File: src/tpec_pkg.sv
// Constants and types for the tamper pin event control block
// Behaviour
// - Direction one drives pin at output level
// - Input bit reads present pin level
// - Pull enable acts only while input
// - Edge select: zero rising, one falling
// - Qualifying edge sets sticky event flag
// - Event flag cleared by zero only
// - Pin control bits seven and one read zero
// - Pin drive frozen while lock asserted
// - Common flag set, interrupts when enabled
// - Detection only while detect enable set
package tpec_pkg;
	localparam int unsigned CLK_HZ = 25000000;
	localparam logic [3:0] OFS_PIN_CTRL = 4'h0;
	localparam logic [3:0] OFS_DETECT_CTRL = 4'h4;
	localparam logic [3:0] OFS_INT_CTRL = 4'h8;
	localparam logic [3:0] OFS_INT_STATUS = 4'hC;
	localparam int BIT_OUT = 6;
	localparam int BIT_DIR = 5;
	localparam int BIT_IN = 4;
	localparam int BIT_PULL = 3;
	localparam int BIT_EDGE = 2;
	localparam int BIT_EVENT = 0;
	localparam int BIT_DETECT_EN = 0;
	localparam int BIT_INT_EN = 1;
	localparam int BIT_COMMON = 0;
	localparam logic [7:0] RST_PIN_CTRL = 8'h00;
	localparam logic [31:0] RST_WORD = 32'h0000_0000;

	typedef struct packed {
		logic out_level;
		logic dir_out;
		logic pull_en;
		logic edge_fall;
	} tpec_cfg_t;

	typedef struct packed {
		logic pin_out;
		logic pin_oe;
		logic pull_en;
	} tpec_pin_t;
endpackage

File: src/tpec_top.sv
// Tamper pin control with Avalon-MM register slave
//
// Register access over Avalon-MM and the placing of the registers are this design's own decisions.
`timescale 1ns/1ps
module tpec_top
(
	input wire logic core_clk,
	input wire logic sys_rst,
	input wire logic [3:0] avs_address,
	input wire logic avs_read,
	input wire logic avs_write,
	input wire logic [31:0] avs_writedata,
	input wire logic [3:0] avs_byteenable,
	output logic [31:0] avs_readdata,
	output logic avs_waitrequest,
	input wire logic tamper_pin_in,
	output logic tamper_pin_out,
	output logic tamper_pin_oe,
	output logic tamper_pull_en,
	input wire logic low_power_io_lock,
	output logic tamper_irq,
	output logic tamper_wake
);
	tpec_pkg::tpec_cfg_t cfg;
	tpec_pkg::tpec_cfg_t next_cfg;
	logic pin_event_flag;
	logic tamper_common_flag;
	logic tamper_interrupt_enable;
	logic tamper_detect_enable;
	logic sync_a;
	logic sync_b;
	logic sync_c;
	logic pin_edge;
	logic served;
	logic wr_hit;
	logic [7:0] wdat;

	function automatic logic hit(input logic [3:0] a, input logic [3:0] ofs);
		hit = (a == ofs);
	endfunction

	// One wait cycle per access, waitrequest from a flop
	always_ff @(posedge core_clk)
	begin
		if (sys_rst)
		begin
			served <= 1'b0;
			avs_waitrequest <= 1'b1;
		end
		else if ((avs_read || avs_write) && !served)
		begin
			served <= 1'b1;
			avs_waitrequest <= 1'b0;
		end
		else
		begin
			served <= 1'b0;
			avs_waitrequest <= 1'b1;
		end
	end

	always_comb
	begin
		wr_hit = avs_write && served;
		wdat = avs_byteenable[0] ? avs_writedata[7:0] : 8'h00;
	end

	// Pin synchroniser
	always_ff @(posedge core_clk)
	begin
		if (sys_rst)
		begin
			sync_a <= 1'b0;
			sync_b <= 1'b0;
			sync_c <= 1'b0;
		end
		else
		begin
			sync_a <= tamper_pin_in;
			sync_b <= sync_a;
			sync_c <= sync_b;
		end
	end

	always_comb
	begin
		if (cfg.edge_fall)
			pin_edge = sync_c && !sync_b;
		else
			pin_edge = !sync_c && sync_b;
	end

	// Configuration register, still written under the lock
	always_comb
	begin
		next_cfg = cfg;
		if (wr_hit && avs_byteenable[0]
			&& hit(avs_address, tpec_pkg::OFS_PIN_CTRL))
		begin
			next_cfg.out_level = wdat[tpec_pkg::BIT_OUT];
			next_cfg.dir_out = wdat[tpec_pkg::BIT_DIR];
			next_cfg.pull_en = wdat[tpec_pkg::BIT_PULL];
			next_cfg.edge_fall = wdat[tpec_pkg::BIT_EDGE];
		end
	end

	always_ff @(posedge core_clk)
	begin
		if (sys_rst)
			cfg <= {tpec_pkg::RST_PIN_CTRL[tpec_pkg::BIT_OUT],
				tpec_pkg::RST_PIN_CTRL[tpec_pkg::BIT_DIR],
				tpec_pkg::RST_PIN_CTRL[tpec_pkg::BIT_PULL],
				tpec_pkg::RST_PIN_CTRL[tpec_pkg::BIT_EDGE]};
		else
			cfg <= next_cfg;
	end

	// Pin drive, held while the lock is up
	always_ff @(posedge core_clk)
	begin
		if (sys_rst)
		begin
			tamper_pin_out <= 1'b0;
			tamper_pin_oe <= 1'b0;
			tamper_pull_en <= 1'b0;
		end
		else if (!low_power_io_lock)
		begin
			tamper_pin_out <= next_cfg.out_level;
			tamper_pin_oe <= next_cfg.dir_out;
			tamper_pull_en <= next_cfg.pull_en && !next_cfg.dir_out;
		end
	end

	// Per-pin sticky event flag
	always_ff @(posedge core_clk)
	begin
		if (sys_rst)
			pin_event_flag <= 1'b0;
		else if (pin_edge && tamper_detect_enable)
			pin_event_flag <= 1'b1;
		else if (wr_hit && avs_byteenable[0] && hit(avs_address, tpec_pkg::OFS_PIN_CTRL)
			&& !wdat[tpec_pkg::BIT_EVENT])
			pin_event_flag <= 1'b0;
	end

	// Common flag, write one to clear
	always_ff @(posedge core_clk)
	begin
		if (sys_rst)
			tamper_common_flag <= 1'b0;
		else if (pin_edge && tamper_detect_enable && !pin_event_flag)
			tamper_common_flag <= 1'b1;
		else if (wr_hit && avs_byteenable[0] && hit(avs_address, tpec_pkg::OFS_INT_STATUS)
			&& wdat[tpec_pkg::BIT_COMMON])
			tamper_common_flag <= 1'b0;
	end

	// Enables
	always_ff @(posedge core_clk)
	begin
		if (sys_rst)
		begin
			tamper_interrupt_enable <= 1'b0;
			tamper_detect_enable <= 1'b0;
		end
		else if (wr_hit && avs_byteenable[0])
		begin
			if (hit(avs_address, tpec_pkg::OFS_INT_CTRL))
				tamper_interrupt_enable <= wdat[tpec_pkg::BIT_INT_EN];
			if (hit(avs_address, tpec_pkg::OFS_DETECT_CTRL))
				tamper_detect_enable <= wdat[tpec_pkg::BIT_DETECT_EN];
		end
	end

	always_ff @(posedge core_clk)
	begin
		if (sys_rst)
		begin
			tamper_irq <= 1'b0;
			tamper_wake <= 1'b0;
		end
		else
		begin
			tamper_irq <= tamper_common_flag && tamper_interrupt_enable;
			tamper_wake <= tamper_common_flag && tamper_interrupt_enable;
		end
	end

	// Read data
	always_ff @(posedge core_clk)
	begin
		if (sys_rst)
			avs_readdata <= tpec_pkg::RST_WORD;
		else if (avs_read && !served)
		begin
			avs_readdata <= tpec_pkg::RST_WORD;
			unique case (avs_address)
				tpec_pkg::OFS_PIN_CTRL:
				begin
					avs_readdata[tpec_pkg::BIT_OUT] <= cfg.out_level;
					avs_readdata[tpec_pkg::BIT_DIR] <= cfg.dir_out;
					avs_readdata[tpec_pkg::BIT_IN] <= sync_b;
					avs_readdata[tpec_pkg::BIT_PULL] <= cfg.pull_en;
					avs_readdata[tpec_pkg::BIT_EDGE] <= cfg.edge_fall;
					avs_readdata[tpec_pkg::BIT_EVENT] <= pin_event_flag;
				end
				tpec_pkg::OFS_DETECT_CTRL:
					avs_readdata[tpec_pkg::BIT_DETECT_EN] <= tamper_detect_enable;
				tpec_pkg::OFS_INT_CTRL:
					avs_readdata[tpec_pkg::BIT_INT_EN] <= tamper_interrupt_enable;
				tpec_pkg::OFS_INT_STATUS:
					avs_readdata[tpec_pkg::BIT_COMMON] <= tamper_common_flag;
				default:
					avs_readdata <= tpec_pkg::RST_WORD;
			endcase
		end
	end
endmodule

File: config.mk
export PLATFORM = sky130hd
export DESIGN_NAME = tpec_top
export DESIGN_NICKNAME = d
export VERILOG_FILES = /design/src/tpec_pkg.sv /design/src/tpec_top.sv
export SDC_FILE = /design/constraint.sdc
export NUM_CORES = 1
export LEC_CHECK = 0
export ABC_AREA = 0
export BUFFER_PORTS_ARGS = -buffer_cell sky130_fd_sc_hd__buf_2
export CAP_MARGIN = 5
export CELL_PAD_IN_SITES_DETAIL_PLACEMENT = 1
export CELL_PAD_IN_SITES_GLOBAL_PLACEMENT = 1
export CORE_MARGIN = 4
export CORE_UTILIZATION = 29
export DETAILED_ROUTE_END_ITERATION = 8
export PLACE_DENSITY_LB_ADDON = 0.1
export SKIP_LAST_GASP = 1
export SYNTH_ARGS = -nofsm -noshare
export SYNTH_HDL_FRONTEND = slang
export SYNTH_SLANG_ARGS = --single-unit
File: constraint.sdc
create_clock -name core_clk -period 2.3 [get_ports core_clk]
set_clock_uncertainty 0.05 [all_clocks]
set_input_delay 0.46 -clock core_clk [delete_from_list [all_inputs] [get_ports core_clk]]
set_output_delay 0.46 -clock core_clk [all_outputs]
set_load 0.05 [all_outputs]
==> results.cfg <==
[die]
core_um2 = 3800
die-area_um2 = 5160
io_pins = 84
rows = 22
floorplan.initialDensity_pct = 31.1
die_h_um = 71.9
die-width_um = 71.9

[timing]
finalSetupViolations = 0
maxSlewHeadroom_pct = 61.7
fmax_ghz = 0.717
min_period_ns = 1.39
rsz0062_at_grt = no
setup_tns_ns = 0
worst-slew-pin-transition_ns = 0.573
slew_viol_final = 0
min_period_over_period_pct = 60.6
hold_violations = 0
holdWs_ns = 0.361

[cells_and_area]
area_delta_synth_final_pct = 11.7
drive_above_1_share_pct = 25.0
antenna_cells = 0
final_nets = 207

[synthesis]
synth_top_area_share_pct = 40.6
yosysSeqAreaShare_pct = 40.6
synth_top_area_cell = dfxtp_1
ys_seq_elements = 24
synth_cell_types = 35
netlist_area_um2 = 1180
yosys_warnings = 0
synthTopCellsByArea = dfxtp_1 (41%), buf_4 (17%), a21oi_1 (5.5%)
syn_area_per_cell_um2 = 8.82
netlist_instances = 134

[placed_design]
port_buffers = 29
place_hpwl_um = 2150
gp_congestion = 0.680

[clock_tree]
clk_path_buf_depth = 2
root_buffer = clkbuf_8
ctsHoldBuffers = 0
clk_latency_ns = 0.26
cts-buffers-inserted = 3
cts_setup_buffers = 0
path_clk_slew_ns = 0.08
cts_resized = 0
cts_sinks = 24
h-tree-depth = 1
tritoncts = done

[grt]
overflow = 0
grt_first_pass_wirelength_um = 4370
antenna_found_initial = 0
grt_pass1_vias = 941
grt_max_degree = 27
track_usage_pct = 10.7

[routing]
viasPerCell = 4.46
drc = 0
via_count = 928
wl_per_cell_um = 12.8
drtPass1Iterations = 4
drtAntennaViolNets = 0
routed_wl_um = 2670
drtIter0Drc = 27

[worst_setup_path]
cpLargestDelayFamily = flip-flops
worstPathRequired_ns = 1.79
crit_type = register to output port
path_max_fanout = 2
cp-start-kind = register
critical-path-max-stage-delay_ns = 0.35
crit_path_cell_trace = buf_2
worstSetupEndpointType = output port
slowest_stage = dfxtp_1
cp.arrival_ns = 0.88
critical_path_buf_inv_count = 1

[power]
leakagePower_nw = 0.551
powerDensity_nw_per_um2 = 664
ir_worst_vdd_v = 0.000302
p_total_mw = 0.877

[status]
status = finished clean

[flow_run]
cap_violations = 0

[hold_path]
min_path_type = primary input to register
cells in the mapped netlist:
cell,count
o21ai_0,1
nor3_1,2
o21a_1,1
or4_4,1
and3b_1,1
inv_1,3
nor4b_2,1
a21oi_1,13
nand3_1,11
o21bai_1,2
and3_1,1
clkbuf_1,5
o22ai_1,1
nand2b_1,4
a31oi_1,2
nand3_4,1
o32ai_1,1
nor4b_1,2
nor3b_1,1
a2bb2oi_1,1
or3b_1,1
a211oi_1,1
nor4_2,1
nand2_1,8
buf_4,26
mux2i_1,2
conb_1,1
o21ai_1,4
a21o_1,1
nor2b_1,4
nor2_1,3
buf_2,1
o31ai_2,1
dfxtp_1,24
nor3_2,1
final timing paths:
path / slack [ns] / depth (start not counted) / endpoint / start
setup / recovery: 0.91 / 1 / tamper_pin_oe / tamper_pin_oe
hold / removal: 0.36 / 2 / sync_a / tamper_pin_in
hold reg to reg: 0.40 / 1 / sync_b / sync_a
setup reg to reg: 0.98 / 3 / avs_readdata[6] / served
area by class of cell:
class	instances	area, um^2
clock buffer	4	55.1
tap	48	60.1
multi-input combinational	99	562
inverter	3	11.3
timing repair buffer	30	153
sequential	24	480
fill	478	2480
per-layer routing:
layer | global-route usage, % | routed length [um] | vias up
met2 | 17.7 | 1300 | 36
met3 | 3.09 | 186 | 2
met1 | 13.6 | 1180 | 428
met5 | 0 | 0 | -
li1 | - | - | 462
met4 | 2.51 | 11 | 0
worst reg2reg max path: stages, from the launching register on:
cell and delay [ns]:
dfxtp_1 0.37, nor2b_1 0.48, nand3_1 0.17, a21oi_1 0.18
through the flow:
stage	utilization, %	std cells	setup WS (ns)	cell area (um^2)
4_1_cts	34.8	208	0.893	1320
5_1_grt	34.8	208	0.816	1320
3_5_place_dp	33.3	204	0.621	1270
3_3_place_gp	33.3	204	0.638	1270
2_1_floorplan	-	158	0.842	1270
6_report	34.8	208	0.906	1320
report_power, final:
group	switching, mW	internal, mW	leakage (nW)	total, mW
combinational	0.143	0.0263	0.327	0.169
sequential	0.00533	0.423	0.195	0.429
clock	0.126	0.153	0.0288	0.279
total	0.275	0.602	0.551	0.877
cell usage in the layout (no fill, tap or decap):
cell	count
inv_1	3
nor3_2	1
a21o_1	1
clkbuf_8	4
nand2b_1	4
nor4b_2	1
nor2b_1	4
conb_1	25
nor4b_1	2
buf_2	29
buf_4	1
and3b_1	1
or3b_1	1
nor4_2	1
a21oi_1	13
a211oi_1	1
or4_4	1
dfxtp_1	24
o21ai_0	1
o21a_1	1
nor2_1	3
o22ai_1	1
nor3_1	2
nand3_4	1
o21bai_1	2
o31ai_2	1
nor3b_1	1
o21ai_1	4
a2bb2oi_1	1
nand2_1	8
mux2i_1	2
and3_1	1
nand3_1	11
a31oi_1	2
o32ai_1	1
logic make-up (layout without fill, tap and decap cells):
kind of cell	count (synthesis)	count (layout)	synth area share (%)
multiplexers	2	2	1.69
AO/OA/AOI/OAI	29	29	14.9
buffers and inverters	35	37	19.5
flip-flops	24	24	40.6
other	1	25	0.317
AND/OR/NAND/NOR	43	43	23.0
state kept, by name (all words and copies together), names as in the netlist:
signal,flops
sync_a,1
sync_b,1
tamper_detect_enable,1
tamper_pin_oe,1
tamper_interrupt_enable,1
sync_c,1
tamper_pin_out,1
served,1
avs_readdata,7
tamper_common_flag,1
tamper_wake,1
pin_event_flag,1
tamper_pull_en,1
cfg,4
avs_waitrequest,1
Note: power is estimated with default switching activity, not from simulation.
